File: src/shared/charge_limit_params.svh
/*
 * Named constants for the charge current and input voltage limit bank.
 * Assumes it is included by bare name from the package only.
 */
// Notes on behaviour
// - Charge current register sits at offset 01h and resets to 5Eh.
// - Charge register bit 7 enables high-impedance input mode; default off.
// - Charge register bit 6 enables the external limit pin; default on.
// - Charge register bits 5:0 are the charge code, 50 mA per LSB.
// - Charge codes above 2Ch act as 2Ch; below 100 mA act as 100 mA.
// - Input voltage register sits at offset 02h and resets to 84h.
// - With bit 7 set, plug-in detection restores the voltage code default.
// - Input register bit 6 switches on the battery discharge load.
// - Input register bit 5 disables audio avoidance in light load.
// - Input register bits 4:0 give 3.9 V plus 100 mV per LSB.
// - Voltage codes above 10h are applied as 10h, that is 5.5 V.
// - Any host register write enters host mode and restarts the watchdog.
// - Watchdog expiry returns to default mode and restores its fields.
`ifndef CHARGE_LIMIT_PARAMS_SVH
`define CHARGE_LIMIT_PARAMS_SVH
`define TARGET_ADDR 7'h6B
`define CHG_OFFSET 8'h01
`define VIN_OFFSET 8'h02
`define CHG_RESET 8'h5E
`define VIN_RESET 8'h84
`define VIN_WD_KEEP 8'h3F
`define CHG_HIZ_BIT 7
`define CHG_LIM_BIT 6
`define CHG_CODE_HI 5
`define VIN_AUTO_BIT 7
`define VIN_DISCH_BIT 6
`define VIN_AUDIO_BIT 5
`define VIN_CODE_HI 4
`define CHG_CODE_MAX 6'h2C
`define CHG_CODE_MIN 6'h02
`define CHG_CODE_DEF 6'h1E
`define VIN_CODE_MAX 5'h10
`define VIN_CODE_DEF 5'h04
`define BYTE_LAST 3'h7
`define READ_UNMAPPED 8'h00
`endif

File: src/shared/charge_limit_pkg.sv
/*
 * Types for the charge current and input voltage limit bank.
 * Assumes the constants header is on the include path.
 */
`default_nettype none
package charge_limit_pkg;
`include "charge_limit_params.svh"
	typedef enum logic [3:0] {
		ST_IDLE,
		ST_ADDR,
		ST_ADDR_ACK,
		ST_PTR,
		ST_PTR_ACK,
		ST_WDATA,
		ST_WDATA_ACK,
		ST_RDATA,
		ST_RDATA_ACK
	} target_state_t;
endpackage
`default_nettype wire

File: src/logic/two_flop_sync.sv
/*
 * Two flip-flop synchroniser for a group of level inputs.
 * Assumes inputs are asynchronous levels; only stage two is read outside.
 */
`timescale 1ns/100ps
`default_nettype none
module two_flop_sync #(
	parameter int WIDTH = 1,
	parameter logic [WIDTH-1:0] INIT = '1
) (
	input wire logic clk_i,
	input wire logic rst_b_i,
	input wire logic [WIDTH-1:0] async_i,
	output logic [WIDTH-1:0] sync_o
);
	logic [WIDTH-1:0] meta_q;

	// Stage one feeds stage two only, so metastability settles in between.
	always_ff @(posedge clk_i or negedge rst_b_i)
	begin
		if (!rst_b_i)
		begin
			meta_q <= INIT;
			sync_o <= INIT;
		end
		else
		begin
			meta_q <= async_i;
			sync_o <= meta_q;
		end
	end
endmodule // two_flop_sync
`default_nettype wire

File: src/logic/charge_and_input_limit_regs.sv
/*
 * I2C target holding the charge current and input voltage limit registers,
 * with clamped field outputs and default and host mode tracking.
 * Assumes SCL and SDA are open-drain pins resolved outside, that the bus
 * runs slowly against the 40 MHz clock, and that reset command, watchdog
 * expiry and plug-in detection arrive as one-cycle pulses on clk_i.
 */
`timescale 1ns/100ps
`default_nettype none
module charge_and_input_limit_regs
	import charge_limit_pkg::*;
(
	input wire logic clk_i,
	input wire logic rst_b_i,
	input wire logic scl_i,
	input wire logic sda_i,
	output logic sda_o,
	output logic sda_oe_o,
	input wire logic reg_reset_cmd_i,
	input wire logic watchdog_expired_i,
	input wire logic source_detect_done_i,
	output logic high_impedance_enable_o,
	output logic limit_pin_function_enable_o,
	output logic [5:0] fast_charge_current_code_o,
	output logic input_voltage_limit_autorestore_o,
	output logic battery_discharge_load_enable_o,
	output logic light_load_audio_guard_disable_o,
	output logic [4:0] input_voltage_limit_code_o,
	output logic host_mode_o,
	output logic watchdog_restart_o
);
	import charge_limit_pkg::*;

	logic [1:0] pins_s;
	logic scl_s;
	logic sda_s;
	logic scl_d1_q;
	logic sda_d1_q;
	logic scl_rise;
	logic scl_fall;
	logic bus_start;
	logic bus_stop;
	target_state_t state_q;
	logic [7:0] shift_q;
	logic [7:0] tx_q;
	logic [7:0] ptr_q;
	logic [2:0] cnt_q;
	logic rw_q;
	logic nack_q;
	logic byte_full_q;
	logic wr_en_q;
	logic [7:0] wr_data_q;
	logic [7:0] wr_ptr_q;
	logic [7:0] chg_q;
	logic [7:0] vin_q;
	logic [7:0] rd_data;
	logic [5:0] chg_code;
	logic [4:0] vin_code;

	// Both pins come from outside the clock domain.
	two_flop_sync #(
		.WIDTH(2),
		.INIT(2'h3)
	) u_pin_sync (
		.clk_i(clk_i),
		.rst_b_i(rst_b_i),
		.async_i({scl_i, sda_i}),
		.sync_o(pins_s)
	);

	assign scl_s = pins_s[1];
	assign sda_s = pins_s[0];

	// Delayed copies of the synchronised pins for edge detection.
	always_ff @(posedge clk_i or negedge rst_b_i)
	begin
		if (!rst_b_i)
		begin
			scl_d1_q <= 1'b1;
			sda_d1_q <= 1'b1;
		end
		else
		begin
			scl_d1_q <= scl_s;
			sda_d1_q <= sda_s;
		end
	end

	// SDA moving while SCL stays high marks start and stop.
	assign scl_rise = scl_s & ~scl_d1_q;
	assign scl_fall = ~scl_s & scl_d1_q;
	assign bus_start = scl_s & scl_d1_q & ~sda_s & sda_d1_q;
	assign bus_stop = scl_s & scl_d1_q & sda_s & ~sda_d1_q;

	// Unmapped offsets read as zero; other registers live elsewhere.
	always_comb
	begin
		rd_data = `READ_UNMAPPED;
		if (ptr_q == `CHG_OFFSET)
			rd_data = chg_q;
		else if (ptr_q == `VIN_OFFSET)
			rd_data = vin_q;
	end

	// Byte-level target sequencer; sampling on SCL rise, driving on fall.
	always_ff @(posedge clk_i or negedge rst_b_i)
	begin
		if (!rst_b_i)
		begin
			state_q <= ST_IDLE;
			shift_q <= 8'h00;
			tx_q <= 8'h00;
			ptr_q <= 8'h00;
			cnt_q <= 3'h0;
			rw_q <= 1'b0;
			nack_q <= 1'b0;
			byte_full_q <= 1'b0;
			sda_oe_o <= 1'b0;
			wr_en_q <= 1'b0;
			wr_data_q <= 8'h00;
			wr_ptr_q <= 8'h00;
		end
		else
		begin
			wr_en_q <= 1'b0;
			if (bus_start)
			begin
				state_q <= ST_ADDR;
				cnt_q <= 3'h0;
				byte_full_q <= 1'b0;
				sda_oe_o <= 1'b0;
			end
			else if (bus_stop)
			begin
				state_q <= ST_IDLE;
				sda_oe_o <= 1'b0;
			end
			else
			begin
				case (state_q)
				ST_ADDR, ST_PTR, ST_WDATA:
				begin
					if (scl_rise)
					begin
						shift_q <= {shift_q[6:0], sda_s};
						cnt_q <= cnt_q + 3'h1;
						if (cnt_q == `BYTE_LAST)
							byte_full_q <= 1'b1;
					end
					else if (scl_fall && byte_full_q)
					begin
						// The count reads zero both just after a start and
						// after the eighth bit, so a flag tells them apart.
						byte_full_q <= 1'b0;
						if (state_q == ST_ADDR)
						begin
							if (shift_q[7:1] == `TARGET_ADDR)
							begin
								rw_q <= shift_q[0];
								sda_oe_o <= 1'b1;
								state_q <= ST_ADDR_ACK;
							end
							else
								state_q <= ST_IDLE;
						end
						else if (state_q == ST_PTR)
						begin
							ptr_q <= shift_q;
							sda_oe_o <= 1'b1;
							state_q <= ST_PTR_ACK;
						end
						else
						begin
							wr_en_q <= 1'b1;
							wr_data_q <= shift_q;
							wr_ptr_q <= ptr_q;
							ptr_q <= ptr_q + 8'h01;
							sda_oe_o <= 1'b1;
							state_q <= ST_WDATA_ACK;
						end
					end
				end
				ST_ADDR_ACK, ST_PTR_ACK, ST_WDATA_ACK:
				begin
					if (scl_fall)
					begin
						cnt_q <= 3'h0;
						if (state_q == ST_ADDR_ACK && rw_q)
						begin
							tx_q <= rd_data;
							sda_oe_o <= ~rd_data[7];
							state_q <= ST_RDATA;
						end
						else
						begin
							sda_oe_o <= 1'b0;
							state_q <= (state_q == ST_ADDR_ACK) ?
								ST_PTR : ST_WDATA;
						end
					end
				end
				ST_RDATA:
				begin
					if (scl_fall)
					begin
						if (cnt_q == `BYTE_LAST)
						begin
							sda_oe_o <= 1'b0;
							ptr_q <= ptr_q + 8'h01;
							state_q <= ST_RDATA_ACK;
						end
						else
						begin
							tx_q <= {tx_q[6:0], 1'b0};
							sda_oe_o <= ~tx_q[6];
							cnt_q <= cnt_q + 3'h1;
						end
					end
				end
				ST_RDATA_ACK:
				begin
					if (scl_rise)
						nack_q <= sda_s;
					else if (scl_fall)
					begin
						cnt_q <= 3'h0;
						if (nack_q)
							state_q <= ST_IDLE;
						else
						begin
							tx_q <= rd_data;
							sda_oe_o <= ~rd_data[7];
							state_q <= ST_RDATA;
						end
					end
				end
				default:
					state_q <= ST_IDLE;
				endcase
			end
		end
	end

	// The pin is open drain: only ever pulled low.
	always_ff @(posedge clk_i or negedge rst_b_i)
	begin
		if (!rst_b_i)
			sda_o <= 1'b0;
		else
			sda_o <= 1'b0;
	end

	// Charge register: reset command and watchdog both restore all bits.
	always_ff @(posedge clk_i or negedge rst_b_i)
	begin
		if (!rst_b_i)
			chg_q <= `CHG_RESET;
		else if (reg_reset_cmd_i || watchdog_expired_i)
			chg_q <= `CHG_RESET;
		else if (wr_en_q && wr_ptr_q == `CHG_OFFSET)
			chg_q <= wr_data_q;
	end

	// Input register: watchdog spares the audio bit and the voltage code.
	// A host write beats a plug-in restore that lands in the same cycle.
	always_ff @(posedge clk_i or negedge rst_b_i)
	begin
		if (!rst_b_i)
			vin_q <= `VIN_RESET;
		else if (reg_reset_cmd_i)
			vin_q <= `VIN_RESET;
		else if (watchdog_expired_i)
			vin_q <= (vin_q & `VIN_WD_KEEP) |
				(`VIN_RESET & ~`VIN_WD_KEEP);
		else if (wr_en_q && wr_ptr_q == `VIN_OFFSET)
			vin_q <= wr_data_q;
		else if (source_detect_done_i && vin_q[`VIN_AUTO_BIT])
			vin_q[`VIN_CODE_HI:0] <= `VIN_CODE_DEF;
	end

	// Saturation of the applied codes.
	always_comb
	begin
		chg_code = chg_q[`CHG_CODE_HI:0];
		if (chg_code > `CHG_CODE_MAX)
			chg_code = `CHG_CODE_MAX;
		else if (chg_code < `CHG_CODE_MIN)
			chg_code = `CHG_CODE_MIN;
		vin_code = vin_q[`VIN_CODE_HI:0];
		if (vin_code > `VIN_CODE_MAX)
			vin_code = `VIN_CODE_MAX;
	end

	// Field outputs are registered, so they trail the register by a cycle.
	always_ff @(posedge clk_i or negedge rst_b_i)
	begin
		if (!rst_b_i)
		begin
			high_impedance_enable_o <= 1'b0;
			limit_pin_function_enable_o <= 1'b1;
			fast_charge_current_code_o <= `CHG_CODE_DEF;
			input_voltage_limit_autorestore_o <= 1'b1;
			battery_discharge_load_enable_o <= 1'b0;
			light_load_audio_guard_disable_o <= 1'b0;
			input_voltage_limit_code_o <= `VIN_CODE_DEF;
		end
		else
		begin
			high_impedance_enable_o <= chg_q[`CHG_HIZ_BIT];
			limit_pin_function_enable_o <= chg_q[`CHG_LIM_BIT];
			fast_charge_current_code_o <= chg_code;
			input_voltage_limit_autorestore_o <= vin_q[`VIN_AUTO_BIT];
			battery_discharge_load_enable_o <= vin_q[`VIN_DISCH_BIT];
			light_load_audio_guard_disable_o <= vin_q[`VIN_AUDIO_BIT];
			input_voltage_limit_code_o <= vin_code;
		end
	end

	// Mode tracking; expiry wins over a write in the same cycle.
	always_ff @(posedge clk_i or negedge rst_b_i)
	begin
		if (!rst_b_i)
		begin
			host_mode_o <= 1'b0;
			watchdog_restart_o <= 1'b0;
		end
		else
		begin
			watchdog_restart_o <= wr_en_q;
			if (watchdog_expired_i)
				host_mode_o <= 1'b0;
			else if (wr_en_q)
				host_mode_o <= 1'b1;
		end
	end
endmodule // charge_and_input_limit_regs
`default_nettype wire

File: config.mk
export PLATFORM = sky130hd
export DESIGN_NAME = charge_and_input_limit_regs
export DESIGN_NICKNAME = d
export VERILOG_FILES = /design/src/shared/charge_limit_pkg.sv /design/src/logic/two_flop_sync.sv /design/src/logic/charge_and_input_limit_regs.sv
export VERILOG_INCLUDE_DIRS = /design/src /design/src/shared
export SDC_FILE = /design/constraint.sdc
export NUM_CORES = 1
export LEC_CHECK = 0
export BUFFER_PORTS_ARGS = -buffer_cell sky130_fd_sc_hd__clkbuf_2
export CAP_MARGIN = 10
export CORE_AREA = 2 2 96 98
export DETAILED_ROUTE_END_ITERATION = 16
export DIE_AREA = 0 0 98 100
export PLACE_DENSITY = 0.76
export RECOVER_POWER = 100
export SYNTH_ARGS = -nofsm -noshare
export SYNTH_HDL_FRONTEND = slang
export SYNTH_SLANG_ARGS = --single-unit
export TNS_END_PERCENT = 20
File: constraint.sdc
create_clock -name clk_i -period 2.15 [get_ports clk_i]
set_input_delay 0.215 -clock clk_i [delete_from_list [all_inputs] [get_ports clk_i]]
set_output_delay 0.215 -clock clk_i [all_outputs]
set_load 0.02 [all_outputs]
-- Yosys cells after proc, flatten, opt, wreduce, memory -nomap -nowiden
Cells that the tools add are included.
- bits in registers: 91
- input port bits: 7
- output and inout bits: 20
- logic and storage cells: 204
- add/subtract/negate cells: 2
- $lt $le $gt $ge: 3
- equal/unequal tests: 41
- mux-type cells: 80
- bitwise logic cells: 18
- reductions and logical operators: 31
- operators with widths (cell ; count):
    $mux 8 ; 12
    $mux 7 ; 7
    $mux 4 ; 10
    $mux 3 ; 11
    $ne 4x4->1 const B ; 8
    $mux 1 ; 28
    $ne 2x2->1 const B ; 13
    $pmux 7 s3 ; 1
    $reduce_and 7->1 ; 3
    $eq 4x3->1 const B ; 4
    $eq 8x1->1 const B ; 2
    $eq 8x2->1 const B ; 2
    $pmux 4 s4 ; 1
    $pmux 8 s2 ; 1
    $mux 5 ; 3
    $mux 6 ; 2
    $ne 3x3->1 const B ; 4
    $pmux 3 s4 ; 1
    $reduce_and 4->1 ; 3
    $reduce_bool 3->1 ; 4
    $not 1->1 ; 11
    $reduce_and 10->1 ; 1
    $reduce_bool 2->1 ; 5
    $reduce_and 9->1 ; 1
    23 further kinds ; 37

-- Longest topological paths before layout
- word-level depth: 10
- gate-level depth with buffers: 9
- mapped depth without buffers: 7

-- By module
From an unflattened synthesis, not the netlist that was laid out.
- cell total of the unflattened synthesis: 404
- area, all modules: 4337.9 um^2
- modules (own cells, without submodules) (module ; times used ; cells each ; area each (um^2) ; seq. area each (um^2)):
    charge_and_input_limit_regs ; 1 ; 400 ; 4232.8 ; 2197.1
    two_flop_sync ; 1 ; 4 ; 105.1 ; 105.1

-- Worst setup path after synthesis
Ideal clock, no wire load.
- path type: register to register
- from: register cnt_q[0]
- to: register state_q[0]
- library setup time: 0.125 ns
- arrival: 1.806 ns
- required time: 2.025 ns
- path slack: 0.220 ns
- stages on the path, launching flop included: 7
- buffers on the path: 0
- clock period less this slack: 1.930 ns
- path through: dfrtp_1 > ha_1 > ha_1 > nor3_1 > a21oi_1 > a21oi_2 > mux2_2
- cells in the longest elaborated chain, start to end: 3
- RTL lines (what ; RTL line ; RTL):
    start, declared ; charge_and_input_limit_regs.sv:47 ; logic [2:0] cnt_q;
    start signal, assigned ; charge_and_input_limit_regs.sv:146 ; cnt_q <= cnt_q + 3'h1;
    start signal, assigned ; charge_and_input_limit_regs.sv:216 ; cnt_q <= cnt_q + 3'h1;
    $eq 3x3->1 (no line) ; n/a ;
    $ne 4x4->1 (no line) ; n/a ;
    $reduce_and 7->1 (no line) ; n/a ;
    end signal, assigned ; charge_and_input_limit_regs.sv:197 ; state_q <= (state_q == ST_ADDR_ACK) ?
    end, declared ; charge_and_input_limit_regs.sv:43 ; target_state_t state_q;
Every way passes these cells.
A chain may end at the register's enable or synchronous reset.

-- Worst setup path in the final report
- from: register state_q[0]
- to: register cnt_q[0]
- cells in the longest elaborated chain, start to end: 5
- elaborated cells between the ends (all ways): 19
- classes of those cells: 12 x eq/ne; 3 x mux; 4 x reduce/logical
- RTL lines (what ; RTL line ; RTL):
    $eq 4x2->1, or another cell as far along ; charge_and_input_limit_regs.sv:140 ; case (state_q)
    $reduce_or 3->1 ; charge_and_input_limit_regs.sv:140 ;
    $pmux 3 s4 ; charge_and_input_limit_regs.sv:140 ;
    $mux 3 ; charge_and_input_limit_regs.sv:133 ; else if (bus_stop)
    $mux 3 ; charge_and_input_limit_regs.sv:126 ; if (bus_start)
Parallel ways exist; a longest one is shown, timed or not. The select of a mux whose other input is x is not followed.

==> metrics.yaml <==
outcome:
  outcome: "finished clean"
critical_path:
  cp_slowest_cell: "dfrtp_1"
  max_stage_delay_ns: 0.45
  crit_buf_inv: 1
  cp.required_ns: 2.46
  path_max_fanout: 10
  worst-setup-path-type: "register to register"
  start_kind: "register"
  worstPathCellList: "buf_4, nor4b_1, nand2_1, a32o_1, nor3_1, mux2_2"
  critical_path.top_delay_family: "simple AND/OR/NAND/NOR gates"
  path_depth: 6
  cp-end-kind: "register"
  arrival_ns: 2.35
  reg2regPathDepth: 6
cts:
  path_clk_slew_ns: 0.10
  tritoncts: "yes"
  cts_root_buf: "clkbuf_8"
  clk_latency_ns: 0.37
  h-tree-depth: 3
  clk_path_buf_depth: 2
  cts_made_buffers: 9
  clock_sinks: 91
sta:
  period_minus_slack_ns: 2.03
  finalSetupViolCount: 0
  max_slew_margin_pct: 33.5
  worst_pin_slew_ns: 0.997
  slew_viol_final: 0
  finalCritPeriodShare_pct: 94.6
  fin_tns_setup_ns: 0
  fmax_ghz: 0.492
  setup_ws_ns: 0.117
  rsz0062_at_grt: "false"
  worst_clock_skew_ns: 0.0128
  hold_viol_final: 0
floorplan:
  die-area_mm2: 0.00980
  start_util_pct: 48.6
  rows: 35
  io_pins: 27
  coreArea_mm2: 0.00889
  die_h_um: 100
  die_w_um: 98
synthesis:
  syn_nets: 412
  ys_ff_latch: 91
  async_reset_ff_share_pct: 100
  synth-edff-count: 0
  syn_area_mm2: 0.00432
  postSynthAreaPerCell_um2: 10.8
  seq_area_frac_synth_pct: 53.3
  synth_cells: 400
  yosysWarnings: 0
  synthFlopType: "dfrtp_1"
  synth_cell_type_count: 55
grt:
  grt_first_pass_wirelength_um: 15000
  grt_use_total_pct: 19.1
  grt_pass1_vias: 3110
  gr-total-overflow: 0
  grt_max_degree: 44
  antenna_found_initial: 0
detailed_routing:
  route.vias.total: 3196
  wl_per_cell_um: 15.9
  wl_um: 8800
  drt-pass1-iter-count: 7
  drtIter0Drc: 269
  drc: 0
  drtAntennaViolNets: 0
  via_per_inst: 5.78
placed_design:
  gp_congestion: 0.885
  dp_hpwl_um: 6390
  port_buffers: 25
  dp_slack_ns: 0.176
power:
  p_leak_nw: 2.19
  power.density_mw_per_mm2: 622
  peakVddDrop_mv: 0.365
finish:
  final_cell_mix: "dfrtp_1 (70), nand2_1 (47), mux2_2 (37), a21oi_1 (36)"
  drive_gt1_share_pct: 21.9
  area_delta_synth_final_pct: 11.1
  layout.nets: 449
  diodes: 0
  final_common_cell: "dfrtp_1"
flow_run:
  max_cap_violations: 0
hold_path:
  min_path_cells: 2
  hp-class: "input pin to register"
## area by class of cell
| class | instances | area (um^2) |
|---|---|---|
| fill | 765 | 4090 |
| inverter | 9 | 33.8 |
| timing repair buffer | 48 | 279 |
| clock buffer | 9 | 124 |
| clock inverter | 7 | 71.3 |
| tap | 111 | 139 |
| sequential | 91 | 2300 |
| multi-input combinational | 278 | 1850 |
## state kept, by name, indices dropped and copies added, names as in the netlist, 2 cells and up
register / flops
wr_data_q: 8
ptr_q: 8
fast_charge_current_code_o: 6
state_q: 4
vin_q: 8
u_pin_sync.sync_o: 2
cnt_q: 3
chg_q: 8
input_voltage_limit_code_o: 5
shift_q: 8
u_pin_sync.meta_q: 2
tx_q: 7
wr_ptr_q: 8
## logic make-up after synthesis
family	count (synthesis)	synth area share (%)
simple gates	127	14.7
compound gates	95	14.4
flops	91	53.3
mux	49	12.4
buf+inv	31	3.44
fa+ha+maj	5	1.45
other cells	1	0.0867
xor+xnor	1	0.203
## through the flow
step                instance area [um^2]  utilization [%]  instances  total power (W)  hold slack, ns
finish                              4800             54.0        553          0.00299           0.172
floorplan                           4320                -        400          0.00184         -0.0806
CTS                                 4870             54.8        553          0.00302           0.155
detailed placement                  4650             52.3        534          0.00190           0.232
global route                        4800             54.0        553          0.00311           0.187
global placement                    4650             52.3        534          0.00190           0.228
## synthesized netlist by cell type, drive strengths merged (10+ instances only)
cell	n	share of area [%]
nor3	14	2.1
nand3	10	1.2
dfstp	20	12
a21oi	37	4.4
mux2i	12	2.8
o21ai	15	1.7
mux2	37	9.6
nand2	47	4.1
nor2	24	2.1
clkbuf	13	1.1
dfrtp	71	41
## worst reg2reg max path, stage by stage (launching register included)
cell	delay, ns
dfrtp_1	0.45
buf_4	0.20
nor4b_1	0.45
nand2_1	0.11
a32o_1	0.27
nor3_1	0.27
mux2_2	0.22
## path summary, 6_finish.rpt
path                                           start                    to  slack [ns]
min in group asynchronous                    rst_b_i               tx_q[3]        0.53
worst max-delay path                      state_q[0]              cnt_q[0]        0.12
worst min-delay path                 reg_reset_cmd_i              vin_q[5]        0.17
max in group asynchronous                    rst_b_i              sda_d1_q        0.45
worst max register to register            state_q[0]              cnt_q[0]        0.12
worst min register to register  u_pin_sync.meta_q[1]  u_pin_sync.sync_o[1]        0.36
## per-layer routing
layer	global-route usage [%]	wire [um]
met1	24.6	3830
met2	32.4	4410
met5	0	0
met4	7.91	148
met3	3.20	414
## repair_timing
action / 4_1_cts / 5_1_grt
hold endpoints to repair: 30 / 0
endpoints found under the setup margin: 0 / 4
hold buffers: 3 / 0
resized for setup: 0 / 2
setup buffers: 0 / 0
## report_power, final
part	internal [W]	switching [W]	leakage (nW)
clock	0.000451	0.000673	0.0926
sequential	0.00173	0.0000234	1.19
combinational	0.0000363	0.0000709	0.907
(Power assumes the default switching activity.)
